### src/adc_ctrl_pkg.sv
// Package with constants shared by the converter control block.
// Assumes a single 20 MHz system clock drives every file that imports it.
package adc_ctrl_pkg;
	localparam int          SAMPLE_WIDTH     = 14;
	localparam int          PIPE_LATENCY     = 4;
	localparam int          CAL_SLOTS        = 4;
	localparam int          CAL_DIVIDE       = 2;
	localparam int          CAL_TRIM_WIDTH   = 8;
	localparam int          CAL_SETTLE_CYC   = 64;
	localparam int          FIFO_WORDS       = 4;
	localparam int          FIFO_WIDTH       = SAMPLE_WIDTH + 1;
	localparam logic [13:0] CODE_SIGN_FLIP   = 14'h2000;
	localparam logic [13:0] CODE_MAX_POS     = 14'h1fff;
	localparam logic [13:0] CODE_MAX_NEG     = 14'h2000;
	localparam logic        DONE_RESET_LEVEL = 1'b1;

	typedef enum logic [2:0] {
		CAL_IDLE    = 3'b001,
		CAL_MEASURE = 3'b010,
		CAL_STORE   = 3'b100
	} cal_state_t;
endpackage

### src/sample_stream_if.sv
// Interface carrying result words between the core and the output FIFO.
// Assumes both ends run on the same clock.
`timescale 1ns/1ns
interface sample_stream_if #(parameter int WIDTH = 15);
	logic [WIDTH-1:0] data;
	logic             valid;
	logic             ready;

	modport source (output data, output valid, input ready);
	modport sink   (input data, input valid, output ready);
endinterface

### src/sample_fifo.sv
// Small FIFO buffering result words on their way to the output bus.
// Assumes one clock; read data come from a register.
`timescale 1ns/1ns
module sample_fifo #(
	parameter int WIDTH = 15,
	parameter int DEPTH = 4
) (
	input  wire logic             sys_clk,
	input  wire logic             reset,
	sample_stream_if.sink         in_port,
	output logic      [WIDTH-1:0] out_data,
	output logic                  out_valid,
	input  wire logic             out_ready
);
	localparam int AW = $clog2(DEPTH);

	// Refuses depths that the pointer logic cannot serve.
	if (DEPTH < 2 || (DEPTH & (DEPTH - 1)) != 0) begin : g_bad_depth
		$error("sample_fifo depth must be a power of two, two or more");
	end

	logic [WIDTH-1:0] mem_q [DEPTH];
	logic [AW:0]      wr_q, wr_d, rd_q, rd_d;
	logic [WIDTH-1:0] out_q, out_d;
	logic             ov_q, ov_d;
	logic             full, empty, push, pop, take;

	// Full and empty come from comparing the pointers and their extra wrap bit.
	assign full          = (wr_q[AW] != rd_q[AW]) &&
	                       (wr_q[AW-1:0] == rd_q[AW-1:0]);
	assign empty         = (wr_q == rd_q);
	assign in_port.ready = !full;
	assign push          = in_port.valid && !full;
	assign take          = !ov_q || out_ready;
	assign pop           = take && !empty;
	assign out_data      = out_q;
	assign out_valid     = ov_q;

	// Next pointers and output register.
	always_comb begin
		wr_d  = wr_q + (AW+1)'(push);
		rd_d  = rd_q + (AW+1)'(pop);
		out_d = pop ? mem_q[rd_q[AW-1:0]] : out_q;
		ov_d  = take ? !empty : ov_q;
	end

	// Registers only.
	always_ff @(posedge sys_clk or posedge reset) begin
		if (reset) begin
			wr_q  <= '0;
			rd_q  <= '0;
			out_q <= '0;
			ov_q  <= 1'b0;
		end else begin
			wr_q  <= wr_d;
			rd_q  <= rd_d;
			out_q <= out_d;
			ov_q  <= ov_d;
		end
	end

	// Storage has no reset; words are written only when pushed.
	always_ff @(posedge sys_clk) begin
		if (push)
			mem_q[wr_q[AW-1:0]] <= in_port.data;
	end
endmodule

### src/adc_cal_output_ctrl.sv
// Digital control of a pipelined converter: clock divider, calibration, output.
// Assumes raw quantizer codes arrive on sys_clk; start request is asynchronous.
//
// Operation
// RULE1: Each result reaches the bus exactly four sampling periods after sampling; the code adds three clocks of FIFO delay after the four-stage pipeline.
// RULE2: Sampling clock is the input clock divided by two.
// RULE3: Host keeps the clock running throughout calibration.
// RULE4: Host holds start high four to about 17,400 clocks, then low.
// RULE5: Start request is asynchronous and is synchronised before use.
// RULE6: Done output falls one or two clocks after start is seen.
// RULE7: Done rises when calibration ends; conversions then resume.
// RULE8: Calibration measures stage mismatch, stores it, applies it to conversions.
// RULE9: Analog inputs are ignored while calibration runs.
// RULE10: Output enable low floats data and range bits; high drives them.
// RULE11: Results are two's complement, most significant bit is sign.
// RULE12: A valid strobe marks each result word for capture.
// RULE13: Start requests during calibration are ignored until done returns high.
`timescale 1ns/1ns
module adc_cal_output_ctrl
	import adc_ctrl_pkg::*;
#(
	parameter int WIDTH      = SAMPLE_WIDTH,
	parameter int LATENCY    = PIPE_LATENCY,
	parameter int SETTLE_CYC = CAL_SETTLE_CYC
) (
	input  wire logic             sys_clk,
	input  wire logic             reset,
	input  wire logic             cal_start_request,
	input  wire logic             output_enable,
	input  wire logic [WIDTH-1:0] analog_in_pos,
	input  wire logic [WIDTH-1:0] analog_in_neg,
	input  wire logic [CAL_SLOTS*CAL_TRIM_WIDTH-1:0] stage_error,
	output logic                  sample_clk,
	output logic                  cal_done,
	output logic      [WIDTH-1:0] sample_code_bus,
	output logic      [WIDTH-1:0] sample_code_oe,
	output logic                  over_range_bit,
	output logic                  over_range_oe,
	output logic                  sample_valid_strobe
);
	// Refuses parameter values that the logic cannot serve.
	if (WIDTH != SAMPLE_WIDTH) begin : g_bad_width
		$error("adc_cal_output_ctrl width must match the package");
	end
	if (LATENCY < 1 || SETTLE_CYC < 1) begin : g_bad_count
		$error("latency and settle count must be positive");
	end

	// Decodes one slot's trim from the packed stage error inputs.
	function automatic logic [CAL_TRIM_WIDTH-1:0] slot_trim(
		input logic [CAL_SLOTS*CAL_TRIM_WIDTH-1:0] vec,
		input int                                  idx
	);
		return vec[idx*CAL_TRIM_WIDTH +: CAL_TRIM_WIDTH];
	endfunction

	// Start request synchroniser, then edge detection on the second stage.
	logic start_meta_q, start_sync_q, start_prev_q;
	logic start_rise;

	always_ff @(posedge sys_clk or posedge reset) begin
		if (reset) begin
			start_meta_q <= 1'b0;
			start_sync_q <= 1'b0;
			start_prev_q <= 1'b0;
		end else begin
			start_meta_q <= cal_start_request; // RULE5
			start_sync_q <= start_meta_q; // RULE5
			start_prev_q <= start_sync_q;
		end
	end

	assign start_rise = start_sync_q && !start_prev_q;

	// Divide-by-two sampling clock; a phase bit marks each sample instant.
	logic div_q, div_d;

	always_comb begin
		div_d = !div_q; // RULE2
	end

	always_ff @(posedge sys_clk or posedge reset) begin
		if (reset)
			div_q <= 1'b0;
		else
			div_q <= div_d;
	end

	assign sample_clk = div_q;

	// Calibration sequencer and on-chip trim memory.
	cal_state_t                    st_q, st_d;
	logic [$clog2(SETTLE_CYC)+1:0] cnt_q, cnt_d;
	logic [$clog2(CAL_SLOTS):0]    slot_q, slot_d;
	logic [CAL_TRIM_WIDTH-1:0]     trim_q [CAL_SLOTS];
	logic [CAL_TRIM_WIDTH-1:0]     trim_d [CAL_SLOTS];
	logic                          done_q, done_d;

	always_comb begin
		st_d   = st_q;
		cnt_d  = cnt_q;
		slot_d = slot_q;
		done_d = done_q;
		for (int i = 0; i < CAL_SLOTS; i++)
			trim_d[i] = trim_q[i];
		unique case (st_q)
		CAL_IDLE: begin
			if (start_rise) begin // RULE13
				st_d   = CAL_MEASURE;
				done_d = 1'b0; // RULE6
				cnt_d  = '0;
				slot_d = '0;
			end
		end
		CAL_MEASURE: begin
			if (cnt_q == ($clog2(SETTLE_CYC)+2)'(SETTLE_CYC - 1))
				st_d = CAL_STORE;
			else
				cnt_d = cnt_q + 1'b1;
		end
		CAL_STORE: begin
			trim_d[slot_q[$clog2(CAL_SLOTS)-1:0]] =
				slot_trim(stage_error, int'(slot_q)); // RULE8
			cnt_d = '0;
			if (slot_q == ($clog2(CAL_SLOTS)+1)'(CAL_SLOTS - 1)) begin
				st_d   = CAL_IDLE;
				done_d = 1'b1; // RULE7
			end else begin
				slot_d = slot_q + 1'b1;
				st_d   = CAL_MEASURE;
			end
		end
		endcase
	end

	always_ff @(posedge sys_clk or posedge reset) begin
		if (reset) begin
			st_q   <= CAL_IDLE;
			cnt_q  <= '0;
			slot_q <= '0;
			done_q <= DONE_RESET_LEVEL;
			for (int i = 0; i < CAL_SLOTS; i++)
				trim_q[i] <= '0;
		end else begin
			st_q   <= st_d;
			cnt_q  <= cnt_d;
			slot_q <= slot_d;
			done_q <= done_d;
			for (int i = 0; i < CAL_SLOTS; i++)
				trim_q[i] <= trim_d[i];
		end
	end

	assign cal_done = done_q;

	// Corrected two's complement result from the differential input pair.
	logic signed [WIDTH+1:0] diff_raw, corr_sum;
	logic signed [WIDTH+1:0] corr_total;
	logic [WIDTH-1:0]        code_now;
	logic                    over_now;

	always_comb begin
		corr_total = '0;
		for (int i = 0; i < CAL_SLOTS; i++)
			corr_total = corr_total +
				(WIDTH+2)'(signed'(trim_q[i])); // RULE8
		diff_raw = (WIDTH+2)'(analog_in_pos) - (WIDTH+2)'(analog_in_neg);
		corr_sum = (diff_raw >>> 1) - corr_total;
		over_now = 1'b0;
		if (corr_sum > (WIDTH+2)'(signed'({1'b0, CODE_MAX_POS}))) begin
			code_now = CODE_MAX_POS;
			over_now = 1'b1;
		end else if (corr_sum <
				-(WIDTH+2)'(signed'({1'b0, CODE_MAX_NEG}))) begin
			code_now = CODE_MAX_NEG;
			over_now = 1'b1;
		end else begin
			code_now = corr_sum[WIDTH-1:0]; // RULE11
		end
	end

	// Pipeline of results, advancing once per sampling period.
	logic [WIDTH:0] pipe_q [LATENCY];
	logic [WIDTH:0] pipe_d [LATENCY];
	logic [LATENCY-1:0] pv_q, pv_d;
	logic           sample_tick;

	assign sample_tick = !div_q;

	always_comb begin
		for (int i = 0; i < LATENCY; i++) begin
			pipe_d[i] = pipe_q[i];
			pv_d[i]   = pv_q[i];
		end
		if (sample_tick) begin
			pipe_d[0] = {over_now, code_now};
			pv_d[0]   = done_q; // RULE9
			for (int i = 1; i < LATENCY; i++) begin
				pipe_d[i] = pipe_q[i-1]; // RULE1
				pv_d[i]   = pv_q[i-1];
			end
		end
	end

	always_ff @(posedge sys_clk or posedge reset) begin
		if (reset) begin
			pv_q <= '0;
			for (int i = 0; i < LATENCY; i++)
				pipe_q[i] <= '0;
		end else begin
			pv_q <= pv_d;
			for (int i = 0; i < LATENCY; i++)
				pipe_q[i] <= pipe_d[i];
		end
	end

	// Output FIFO drained once per sampling period.
	sample_stream_if #(.WIDTH(FIFO_WIDTH)) stream ();
	logic [WIDTH:0] fifo_data;
	logic           fifo_valid, fifo_ready;

	assign stream.data  = pipe_q[LATENCY-1];
	assign stream.valid = pv_q[LATENCY-1] && sample_tick;
	assign fifo_ready   = div_q;

	sample_fifo #(
		.WIDTH (FIFO_WIDTH),
		.DEPTH (FIFO_WORDS)
	) u_fifo (
		.sys_clk   (sys_clk),
		.reset     (reset),
		.in_port   (stream.sink),
		.out_data  (fifo_data),
		.out_valid (fifo_valid),
		.out_ready (fifo_ready)
	);

	// Output bus registers and data valid strobe.
	logic [WIDTH:0] bus_q, bus_d;
	logic           dv_q, dv_d;

	always_comb begin
		bus_d = bus_q;
		dv_d  = 1'b0;
		if (fifo_valid && fifo_ready) begin
			bus_d = fifo_data;
			dv_d  = 1'b1; // RULE12
		end
	end

	always_ff @(posedge sys_clk or posedge reset) begin
		if (reset) begin
			bus_q <= '0;
			dv_q  <= 1'b0;
		end else begin
			bus_q <= bus_d;
			dv_q  <= dv_d;
		end
	end

	// Drivers float when output enable is low.
	assign sample_code_bus     = bus_q[WIDTH-1:0];
	assign over_range_bit      = bus_q[WIDTH];
	assign sample_code_oe      = {WIDTH{output_enable}}; // RULE10
	assign over_range_oe       = output_enable; // RULE10
	assign sample_valid_strobe = dv_q;
endmodule

### config.mk
export PLATFORM = sky130hd
export DESIGN_NAME = adc_cal_output_ctrl
export DESIGN_NICKNAME = d
export VERILOG_FILES = /design/src/adc_ctrl_pkg.sv /design/src/sample_stream_if.sv /design/src/sample_fifo.sv /design/src/adc_cal_output_ctrl.sv
export SDC_FILE = /design/constraint.sdc
export NUM_CORES = 1
export LEC_CHECK = 0
export BUFFER_PORTS_ARGS = -buffer_cell sky130_fd_sc_hd__buf_2
export CAP_MARGIN = 5
export CORE_MARGIN = 4
export CORE_UTILIZATION = 35
export DETAILED_ROUTE_END_ITERATION = 6
export GPL_TIMING_DRIVEN = 1
export PLACE_DENSITY = 0.55
export SETUP_SLACK_MARGIN = 0.2
export SLEW_MARGIN = 5
export SYNTH_ARGS = -nofsm -noshare
export SYNTH_HDL_FRONTEND = slang
export SYNTH_SLANG_ARGS = --single-unit
### constraint.sdc
create_clock -name sys_clk -period 5.3 [get_ports sys_clk]
set_input_delay 0.795 -clock sys_clk [delete_from_list [all_inputs] [get_ports sys_clk]]
set_output_delay 0.795 -clock sys_clk [all_outputs]
set_load 0.01 [all_outputs]
## Yosys cells after proc, flatten, opt, wreduce, memory -nomap -nowiden

Memories as Yosys holds them, arrays and structs flattened. A register that Yosys moved wholly into a read port is not among the register bits.
Index checks and enable logic that the tools add are counted.

- Shift operators: 1
- Bitwise logic cells: 1
- Reduce and logical (&&, ||, !) cells: 18
- $add $sub $neg: 9
- $lt $le $gt $ge: 4
- Mux-type cells: 23
- Equal/unequal tests: 13

Operator list:

| operator | count |
|---|---|
| bitwise mux 32 bit | 1 |
| indexed part select 32 x 7 -> 8 bit | 1 |
| two-way mux 14 bit | 2 |
| two-way mux 8 bit | 3 |
| case mux 8 bit (3 select lines) | 1 |
| demux 8 bit (select 2 bit) | 1 |
| greater-than comparator 15 x 14 -> 1 bit (second input constant) | 1 |
| less-than comparator 15 x 14 -> 1 bit (second input constant) | 1 |
| subtractor 14 x 11 -> 15 bit | 1 |
| subtractor 14 x 14 -> 15 bit | 1 |
| two-way mux 3 bit | 4 |
| adder 10 x 8 -> 11 bit | 1 |
| adder 9 x 8 -> 10 bit | 1 |
| inequality test 2 bit (second input constant) | 5 |
| adder 8 x 8 -> 9 bit | 1 |
| case mux 3 bit (3 select lines) | 1 |
| adder 8 x 1 -> 8 bit (second input constant) | 1 |
| == test 8 x 6 -> 1 bit (second input constant) | 1 |
| logical AND 1 bit | 7 |
| two-way mux 1 bit | 7 |
| adder 3 x 1 -> 3 bit | 2 |
| == test 3 x 2 -> 1 bit (second input constant) | 2 |
| case mux 3 bit (2 select lines) | 1 |
| AND reduction 3 bit | 2 |
| other kinds (15) | 20 |

- Bits in writable memories: 60
- Memories kept: 1
- Output and inout port bits: 33
- Register bits after elaboration: 138

Memory list:

| memory | depth | bits a word | read ports | clocked after Yosys merged registers in | wr ports | RTL line | RTL |
|---|---|---|---|---|---|---|---|
| u_fifo.mem_q | 4 | 15 | 1 | 1 | 1 | sample_fifo.sv:22 | `logic [WIDTH-1:0] mem_q [DEPTH];` |

## Logic depth before layout (Yosys ltp)

Gate-level depths: netlist of the first run.

- Word-level depth: 7
- Depth in mapped cells: 21

## By module

Synthesis of the first run repeated with hierarchy kept, for this count alone.

- Cells, all modules: 843
- Area, all modules: 10710.3 um^2

Modules (own cells, without submodules):

| module | area each (um^2) | sequential area each (um^2) | instances | cells an instance |
|---|---|---|---|---|
| adc_cal_output_ctrl | 7572.3 | 3280.6 | 1 | 703 |
| sample_fifo | 3138.0 | 2352.3 | 1 | 140 |

## Worst setup path before layout of the first run

Ideal clock, no wire load.

- Kind: in2reg
- Start point: in analog_in_neg[2]
- End point: reg pipe_q[56] in the netlist's numbering
- Path slack: 0.571 ns
- Cell stages on the path: 19
- Buffers on the path: 1
- Data arrival time: 4.603 ns
- Cells stage by stage: inv_1 ha_1 nor2b_1 o21a_1 o21ai_1 a21oi_1 o41a_1 a31o_2 xnor2_1 fa_1 ha_1 clkbuf_2 a21oi_1 o21ba_2 and3_1 a21oi_2 a21oi_2 nand2b_1 a221o_1

- Word-level cells in the longest chain between the ends: 5

Ends and longest elaborated chain:

| element | RTL line | RTL |
|---|---|---|
| from (decl) | adc_cal_output_ctrl.sv:31 | `input wire logic [WIDTH-1:0] analog_in_neg,` |
| subtractor 14 x 14 -> 15 bit * | adc_cal_output_ctrl.sv:167 | `diff_raw = (WIDTH+2)'(analog_in_pos) - (WIDTH+2)'(analog_in_neg);` |
| subtractor 14 x 11 -> 15 bit * | adc_cal_output_ctrl.sv:168 | `corr_sum = (diff_raw >>> 1) - corr_total;` |
| less-than comparator 15 x 14 -> 1 bit | adc_cal_output_ctrl.sv:173 | `end else if (corr_sum <` |
| two-way mux 14 bit | adc_cal_output_ctrl.sv:173 |  |
| two-way mux 14 bit * | adc_cal_output_ctrl.sv:170 | `if (corr_sum > (WIDTH+2)'(signed'({1'b0, CODE_MAX_POS}))) begin` |
| to (signal, indexed assignment) | adc_cal_output_ctrl.sv:213 | `pipe_q[i] <= pipe_d[i];` |
| to (decl) | adc_cal_output_ctrl.sv:183 | `logic [WIDTH:0] pipe_q [LATENCY];` |

Mark *: on every way between the ends. The rest lies on a longest branch, timed or not.
A chain may end at the register's enable or synchronous reset.

## Worst setup path after layout of the first run

- Start point: in analog_in_pos[2]
- End point: reg pipe_q[59] in the netlist's numbering

- Word-level cells in the longest chain between the ends: 5

Ends and longest elaborated chain:

| element | RTL line | RTL |
|---|---|---|
| from (decl) | adc_cal_output_ctrl.sv:30 | `input wire logic [WIDTH-1:0] analog_in_pos,` |
| subtractor 14 x 14 -> 15 bit * | adc_cal_output_ctrl.sv:167 |  |
| subtractor 14 x 11 -> 15 bit * | adc_cal_output_ctrl.sv:168 |  |
| less-than comparator 15 x 14 -> 1 bit | adc_cal_output_ctrl.sv:173 |  |
| two-way mux 1 bit | adc_cal_output_ctrl.sv:173 |  |
| two-way mux 1 bit * | adc_cal_output_ctrl.sv:170 |  |

Marks and branches as above.

==> impl_metrics.tcl, run 1 <==
set metrics [dict create \
    area_growth_pct 13.8 \
    synth_compound_area_share_pct 9.95 \
    syn_area_per_cell_um2 12.5 \
    fmax_mhz 214 \
    grt_max_degree 59 \
    dr.pass1.iters 4 \
    drt_iter0_drc 387 \
    start_util_pct 35.5 \
    die_area_um2 33900 \
    wl_um 19600 \
    pre_cts_slack_ps 60.3 \
    max_cap_violations 0 \
    syn_nets 1003 \
    clk_path_buf_depth 3 \
    cts.sinks 213 \
    dp_cells 1312 \
    fillers 2955 \
    slew-limit-headroom_pct 30.7 \
    slew_violations 0 \
    p_per_area_nw_per_um2 328 \
    leakage_uw 0.00560 \
    cts_tree "done" \
    synth_edf_count 60 \
    power_uw 4060 \
    vias 6571 \
    mostFrequentLayoutCell "dfrtp_1" \
    cts_hold_buf 0 \
    gp_congestion 0.821 \
    startpoint_type "input pin" \
    final_cells 1356 \
    yosysWarnings 0 \
    tightest_slew_ps 1040 \
    min_period_ps 4680 \
    core_um2 30600 \
    ios 97 \
    arrival_ps 5060 \
    grt_antenna_before_repair 0 \
    worstHoldPathType "input pin to async pin" \
    end_kind "flop" \
    synth.area.top_cells "dfrtp_1 (35%), edfxtp_1 (17%), mux2_2 (8.2%)" \
    synth_top_family_by_area "multiplexers" \
    r2r-start "trim_q[7]" \
    numPortBuffers 80 \
    finClkSkew_ps 17.6 \
    whs_ps 324 \
    cp.required_ps 5680 \
    setup_tns_ps 0 \
    finalSetupViolations 0 \
    core.rowCount 64 \
    yosys.area_share.xor_xnor_pct 2.34 \
    synth.top_cell.area_share_pct 34.8 \
    synth_async_sr_flop_share_pct 71.8 \
    root_buffer "clkbuf_16" \
    drc 0 \
    ys_ff_latch 213 \
    die_h_um 184 \
    viasPerCell 4.85 \
    grtUsageTotal_pct 12.0 \
    synth_cells 870 \
    clk_pin_slew_ps 60 \
    synth_ff_type "dfrtp_1" \
    post_cts_buffers 0 \
    worst_slack_ps 625 \
    layout_common_cells "dfrtp_1 (150), inv_1 (87), buf_2 (80)" \
    reg2reg_slack_ps 700 \
    min_period_over_period_pct 88.2 \
    path_max_fanout 20 \
    synthSimpleGateAreaFrac_pct 6.94 \
    synth_mux_area_share_pct 13.1 \
    fin_nets 1075 \
    yosysSeqAreaShare_pct 51.9 \
    h-tree-depth 1 \
    grt_pass1_wl_um 34200 \
    grt.overflow.total 0 \
    hold_viol_final 0 \
    yosys.area_share.adder_pct 10.1 \
    insertion_delay_ps 520 \
    synth_area_um2 10900 \
    status "completed" \
    r2r-end "pipe_q[59]" \
    peakVddDrop_v 0.000188 \
    cts_buffers 24 \
    n_antenna_cell 0 \
    synth_top_area_cell "dfrtp_1" \
    worstRegToRegCells 14 \
    path_class "input pin to flop" \
    wire_per_inst_um 14.5 \
    dieWidth_um 184 \
    rsz0062_at_grt "false" \
    post_route_cells_drive_above_1_share_pct 26.8 \
    dpl.hpwl_um 14100 \
    synth.distinct_cells 73 \
    cts_resized 0 \
    grt_pass1_vias 6782 \
    antenna_left 0 \
]
where the power goes:
part           total (uW)  internal [uW]  switching [uW]
clock network        1590            944             649
logic                 487            239             248
registers            1980           1880            99.2
total                4060           3060             996
worst max-delay path by stage:
stage                startpoint         end  cells after the start  slack (ps)
2_1_floorplan             reset    bus_q[0]                      1         390
3_3_place_gp   analog_in_pos[2]  pipe_q[59]                     18          70
3_5_place_dp   analog_in_pos[2]  pipe_q[59]                     18          60
4_1_cts        analog_in_pos[2]  pipe_q[59]                     18         590
5_1_grt        analog_in_pos[2]  pipe_q[54]                     19         350
6_report       analog_in_pos[2]  pipe_q[59]                     18         620
per-stage QoR:
stage                     cell area [um2]  utilization (%)
final                               12400             40.4
after global routing                12400             40.4
after CTS                           12400             40.4
after detailed placement            11600             37.9
after global placement              11600             37.9
after floorplan                     10900                -
flip-flops by register name (all words and copies together), names as in the netlist, 3 cells and up:
signal,count
u_fifo.wr_q,3
bus_q,15
pipe_q,45
stream.data,15
u_fifo.rd_q,3
u_fifo.mem_q,60
pv_q,4
trim_q,32
slot_q,3
st_q,3
u_fifo.out_data,15
cnt_q,8
cells by family after synthesis:
logic type,after synthesis
XOR/XNOR,29
flip-flops,213
AND/OR/NAND/NOR,161
buffers and inverters,136
adder cells (fa/ha/maj),69
AO/OA/AOI/OAI,159
multiplexers,103
Yosys cell counts (4+ instances only):
| cell type | instances |
|---|---|
| dfrtp_1 | 151 |
| inv_1 | 88 |
| mux2_2 | 79 |
| nand2_1 | 78 |
| edfxtp_1 | 60 |
| o21ai_0 | 49 |
| ha_1 | 38 |
| fa_1 | 31 |
| a21oi_1 | 24 |
| mux4_2 | 23 |
| nor2_1 | 20 |
| nor3_1 | 16 |
| buf_4 | 15 |
| xor2_1 | 15 |
| xnor2_1 | 14 |
| clkbuf_1 | 12 |
| buf_2 | 11 |
| a21o_1 | 10 |
| o211ai_1 | 9 |
| a31oi_1 | 8 |
| nand3_1 | 8 |
| and3_1 | 7 |
| o31ai_1 | 7 |
| a21oi_2 | 6 |
| a32oi_1 | 6 |
| nand2b_1 | 6 |
| nand4_1 | 5 |
| o21a_1 | 5 |
| buf_1 | 4 |
| nand3b_1 | 4 |
| or3_1 | 4 |
layout make-up:
cell class,count,area [um2],area share [%]
Clock buffer,34,678,5.49
Tap cell,396,495,4.01
Inverter,89,339,2.74
Multi-Input combinational cell,521,4610,37.3
Timing Repair Buffer,93,498,4.03
Clock inverter,10,96.3,0.780
Sequential cell,213,5630,45.6
metal layers:
| layer | share of wire, % | global-route usage [%] | vias to the layer above | wire, um |
|---|---|---|---|---|
| met5 | 0 | 0 | - | 0 |
| met4 | 1.9 | 2.69 | 0 | 380 |
| met3 | 4.4 | 2.21 | 24 | 857 |
| met2 | 48 | 20.1 | 138 | 9440 |
| met1 | 46 | 16.4 | 3183 | 8970 |
| li1 | - | - | 3226 | - |
worst max-delay path: stages:
cell and delay (ps):
buf_2 100, ha_1 310, buf_4 160, a21oi_2 180, o21ai_0 130, a21oi_1 290, o211ai_1 210, nand2_1 110
xnor2_1 150, fa_1 450, ha_1 450, a21oi_4 220, o21ai_1 160, nor3_2 270, a21oi_2 100, or3_4 450
and2_1 210, a221o_1 290
(Power assumes the default switching activity.)
==> inputs of run 2 (changes only) <==
--- a/config.mk
+++ b/config.mk
@@ -8,10 +8,10 @@
 export BUFFER_PORTS_ARGS = -buffer_cell sky130_fd_sc_hd__buf_2
 export CAP_MARGIN = 5
 export CORE_MARGIN = 4
-export CORE_UTILIZATION = 35
+export CORE_UTILIZATION = 30
 export DETAILED_ROUTE_END_ITERATION = 6
 export GPL_TIMING_DRIVEN = 1
-export PLACE_DENSITY = 0.55
+export PLACE_DENSITY = 0.49
 export SETUP_SLACK_MARGIN = 0.2
 export SLEW_MARGIN = 5
 export SYNTH_ARGS = -nofsm -noshare
==> run 2 against run 1 <==
Hold slack worse by 30 ps. Clock-buffer cell count up 2. Flip-flop and latch count unchanged. First-iteration DRC count down 44%. Maximum frequency up 0.76%. Core utilization down 5.5 points. Critical path type unchanged. Largest cell class unchanged.
==> impl_metrics.tcl, run 2 (same netlist as run 1, synthesis figures left out) <==
set metrics [dict create \
    max_cap_violations 0 \
    worstRegToRegCells 14 \
    cts_hold_buf 0 \
    crit_path_top_delay_cell "or3_4" \
    stdcell_area_um2 12400 \
    status "completed" \
    cts.sinks 213 \
    rsz0062_at_grt "false" \
    h-tree-depth 1 \
    cts_buffers 25 \
    seq_power_share_pct 48.5 \
    min_period_over_period_pct 87.5 \
    p_switching_uw 1010 \
    leakage_uw 0.00560 \
    top_layer "met4" \
    die_area_um2 39300 \
    fillers 3550 \
    slew_violations 0 \
    layout_common_cells "dfrtp_1 (150), inv_1 (87), buf_2 (80)" \
    cpPeakStageDelay_ps 460 \
    cpLargestDelayFamily "compound AO/OA/AOI/OAI gates" \
    slew-limit-headroom_pct 32.1 \
    grt_antenna_before_repair 0 \
    peakVddDrop_v 0.000252 \
    fin_util_pct 34.9 \
    intPower_uw 3090 \
    start_util_pct 30.4 \
    viasPerCell 4.55 \
    grt_max_degree 57 \
    startpoint_type "input pin" \
    fin_nets 1074 \
    r2r-start "trim_q[7]" \
    worstPathCellList "buf_2, ha_1, buf_4, a21oi_2, o21ai_0, a21oi_1, o211ai_1, nand2_1, xnor2_1, fa_1, ha_1, a21oi_4, o21ai_1, nor3_2, a21oi_2, or3_4, and2_1, a221o_1" \
    reg2reg_slack_ps 740 \
    drt_iter0_drc 215 \
    root_buffer "clkbuf_16" \
    die_h_um 198 \
    p_comb_share_pct 11.9 \
    drc 0 \
    p_per_area_nw_per_um2 329 \
    vias 6454 \
    grtUsageTotal_pct 10.6 \
    grt_pass1_vias 6787 \
    wire_per_inst_um 14.3 \
    post_cts_buffers 0 \
    numPortBuffers 80 \
    hold_viol_final 0 \
    swShare_pct 24.6 \
    fmax_mhz 216 \
    gp_congestion 0.752 \
    tightest_slew_ps 1020 \
    grt_pass1_wl_um 35100 \
    dr.pass1.iters 4 \
    r2r-end "pipe_q[59]" \
    arrival_ps 5050 \
    met3_length_um 662 \
    antenna_left 0 \
    worstHoldPathType "input pin to async pin" \
    largest_reg_flops 60 \
    min_period_ps 4640 \
    post_route_cells_drive_above_1_share_pct 26.6 \
    core_um2 35700 \
    path_class "input pin to flop" \
    n_antenna_cell 0 \
    dpl.hpwl_um 14700 \
    setup_tns_ps 0 \
    cp_num_buf_inv 2 \
    dr_wl_met2_um 9390 \
    finalSetupViolations 0 \
    insertion_delay_ps 530 \
    clk_path_buf_depth 3 \
    end_kind "flop" \
    clkPwrFrac_pct 39.6 \
    finClkSkew_ps 17.6 \
    cp.required_ps 5710 \
    wl_met1_um 9920 \
    grt.overflow.total 0 \
    ios 97 \
    mostFrequentLayoutCell "dfrtp_1" \
    cts_tree "done" \
    clk_pin_slew_ps 60 \
    path_max_fanout 20 \
    dpl_cell_area_um2 11700 \
    dieWidth_um 198 \
    core.rowCount 69 \
    cts_resized 0 \
    area_growth_pct 14.6 \
    wl_um 20400 \
]
## run 2: worst max path at each step
| stage | startpoint | end | slack, ps | cells past startpoint |
|---|---|---|---|---|
| finish | analog_in_pos[2] | pipe_q[59] | 660 | 18 |
| global route | analog_in_neg[2] | pipe_q[53] | 250 | 20 |
| CTS | analog_in_pos[2] | pipe_q[59] | 610 | 18 |
| detailed placement | analog_in_pos[2] | pipe_q[59] | 40 | 18 |
| global placement | analog_in_pos[2] | pipe_q[59] | 80 | 18 |
| floorplan | reset | bus_q[0] | 390 | 1 |
## run 2: layout make-up
class | instances | area, um2 | share of cell area [%]
Inverter | 89 | 339 | 2.73
Tap cell | 461 | 577 | 4.64
Clock inverter | 9 | 90.1 | 0.724
Multi-Input combinational cell | 521 | 4620 | 37.1
Sequential cell | 213 | 5630 | 45.3
Clock buffer | 36 | 697 | 5.60
Timing Repair Buffer | 91 | 483 | 3.88
## run 2: power by group through the flow
stage | combinational (uW) | sequential (uW) | clock, uW
after floorplan | 401 | 1970 | 0
after global placement | 489 | 2010 | 0
after detailed placement | 495 | 2020 | 0
after CTS | 498 | 1980 | 1690
after global routing | 557 | 2010 | 1760
final | 488 | 1980 | 1620
## run 2: metrics by stage
step                      instances  hold slack (ps)  worst slack (ps)  power [uW]
final                          1420              294               660        4090
after detailed placement       1375              343              35.5        2510
after global routing           1420              323               248        4320
after CTS                      1420              298               607        4170
after floorplan                 870              331               387        2370
after global placement         1375              340              81.8        2500
## run 2: metal layers
metal  track usage [%]  up-vias
met5                 0        -
met1              14.9     3112
li1                  -     3216
met4              2.40        0
met3              1.82       28
met2              17.4       98
==> inputs of run 3 (changes only) <==
==> constraint.sdc (replaced) <==
create_clock -name sys_clk -period 5 [get_ports sys_clk]
set_input_delay 0.75 -clock sys_clk [delete_from_list [all_inputs] [get_ports sys_clk]]
set_output_delay 0.75 -clock sys_clk [all_outputs]
set_load 0.01 [all_outputs]
==> run 3 against run 2 <==
Combinational power rose by 12%. Sequential share of layout area fell by 0.72 points. Worst setup slack got worse by 100 ps. Routed wire length rose by 2.9%. Final cell count rose by 1.5%. Non-clock buffer count rose by 21. Final area rose by 1.6%. Die area did not move. Clock skew fell by 9.4 ps. Hold slack improved by 29 ps. Power rose by 7.7%. Largest cell class unchanged.
==> impl_metrics.tcl, run 3 (same netlist as run 1, synthesis figures left out) <==
set metrics [dict create \
    dp_cells 1396 \
    clk_pin_slew_ps 60 \
    seq_power_share_pct 47.7 \
    end_kind "flop" \
    mostFrequentLayoutCell "dfrtp_1" \
    max_cap_violations 0 \
    core_um2 35700 \
    cts_tree "done" \
    drt_iter0_drc 247 \
    gp_congestion 0.779 \
    clkPwrFrac_pct 39.9 \
    die_area_um2 39300 \
    status "completed" \
    slew_violations 0 \
    grt_pass1_wl_um 35600 \
    cp.required_ps 5370 \
    grt_antenna_before_repair 0 \
    tightest_slew_ps 1030 \
    fin_util_pct 35.5 \
    slew-limit-headroom_pct 31.2 \
    ios 97 \
    pre_cts_slack_ps -15.7 \
    layout_common_cells "dfrtp_1 (150), inv_1 (87), buf_2 (80)" \
    rsz0062_at_grt "false" \
    swShare_pct 24.7 \
    grtUsageTotal_pct 10.9 \
    antenna_left 0 \
    n_antenna_cell 0 \
    final_cells 1442 \
    dieWidth_um 198 \
    p_comb_share_pct 12.4 \
    min_period_over_period_pct 88.8 \
    min_period_ps 4440 \
    h-tree-depth 1 \
    peakVddDrop_v 0.000304 \
    grt_pass1_vias 6929 \
    hold_viol_final 0 \
    startpoint_type "input pin" \
    cts_resized 0 \
    vias 6608 \
    post_cts_buffers 0 \
    fmax_mhz 225 \
    wire_per_inst_um 14.5 \
    p_switching_uw 1090 \
    cts_hold_buf 0 \
    worst_slack_ps 559 \
    grt_max_degree 104 \
    arrival_ps 4810 \
    finalSetupViolations 0 \
    path_class "input pin to flop" \
    fin_nets 1095 \
    grt.overflow.total 0 \
    core.rowCount 69 \
    drc 0 \
    start_util_pct 30.4 \
    insertion_delay_ps 530 \
    cts_buffers 25 \
    leakage_uw 0.00572 \
    worstHoldPathType "input pin to flop" \
    dpl.hpwl_um 15000 \
    intPower_uw 3320 \
    largest_reg_flops 60 \
    root_buffer "clkbuf_16" \
    area_growth_pct 16.5 \
    finClkSkew_ps 8.26 \
    cts.sinks 213 \
    path_max_fanout 7 \
    viasPerCell 4.58 \
    post_route_cells_drive_above_1_share_pct 28.2 \
    p_per_area_nw_per_um2 349 \
    die_h_um 198 \
    numPortBuffers 80 \
    clk_path_buf_depth 3 \
    dr.pass1.iters 4 \
    wl_um 20900 \
]
run 3: cell type report:
| class | count | area [um2] |
|---|---|---|
| clock buffer | 37 | 721 |
| clock inverter | 9 | 85.1 |
| fill | 3537 | 23000 |
| inverter | 89 | 338 |
| multi-input combinational | 521 | 4620 |
| sequential | 213 | 5630 |
| tap | 461 | 577 |
| timing repair buffer | 112 | 666 |
run 3: worst max-delay path: stages:
cell and delay, ps:
buf_2 100, ha_1 320, nor2b_1 170, o21a_1 180
o21ai_1 220, a21oi_1 140, o41a_1 360, a31o_2 280
xnor2_1 170, fa_1 440, ha_1 310, buf_4 140
nand4_1 70, a21oi_1 160, o21ai_2 110, a21oi_2 280
a21oi_2 110, buf_4 190, a32oi_1 180, o211ai_1 110
run 3: power groups by stage:
| stage | combinational, uW | sequential (uW) | clock (uW) |
|---|---|---|---|
| floorplan | 425 | 2090 | 0 |
| global placement | 552 | 2130 | 0 |
| detailed placement | 556 | 2140 | 0 |
| CTS | 559 | 2110 | 1830 |
| global route | 618 | 2130 | 1900 |
| finish | 547 | 2100 | 1760 |
run 3: stage by stage:
stage	area (um2)	hold slack [ps]	total power, uW	TNS, ps
6_report	12600	323	4410	0
2_1_floorplan	10900	331	2510	0
5_1_grt	12600	309	4650	0
4_1_cts	12600	296	4490	0
3_3_place_gp	11800	337	2680	0
3_5_place_dp	11800	345	2700	-15.7
run 3: final timing paths:
kind / end / cells past startpoint / startpoint / slack, ps
max: pipe_q[55] / 20 / analog_in_pos[2] / 560
min in group asynchronous: pv_q[0] / 3 / reset / 380
min: start_meta_q / 1 / cal_start_request / 320
min reg2reg: start_sync_q / 0 / start_meta_q / 350
max in group asynchronous: trim_q[3] / 3 / reset / 4110
max reg2reg: pipe_q[56] / 14 / trim_q[7] / 690
run 3: routing by layer:
layer | vias up | track usage [%] | wire [um]
met1 | 3207 | 14.5 | 9710
met4 | 0 | 2.73 | 486
met2 | 108 | 18.8 | 10000
met5 | - | 0 | 0
li1 | 3262 | - | -
met3 | 31 | 1.82 | 701
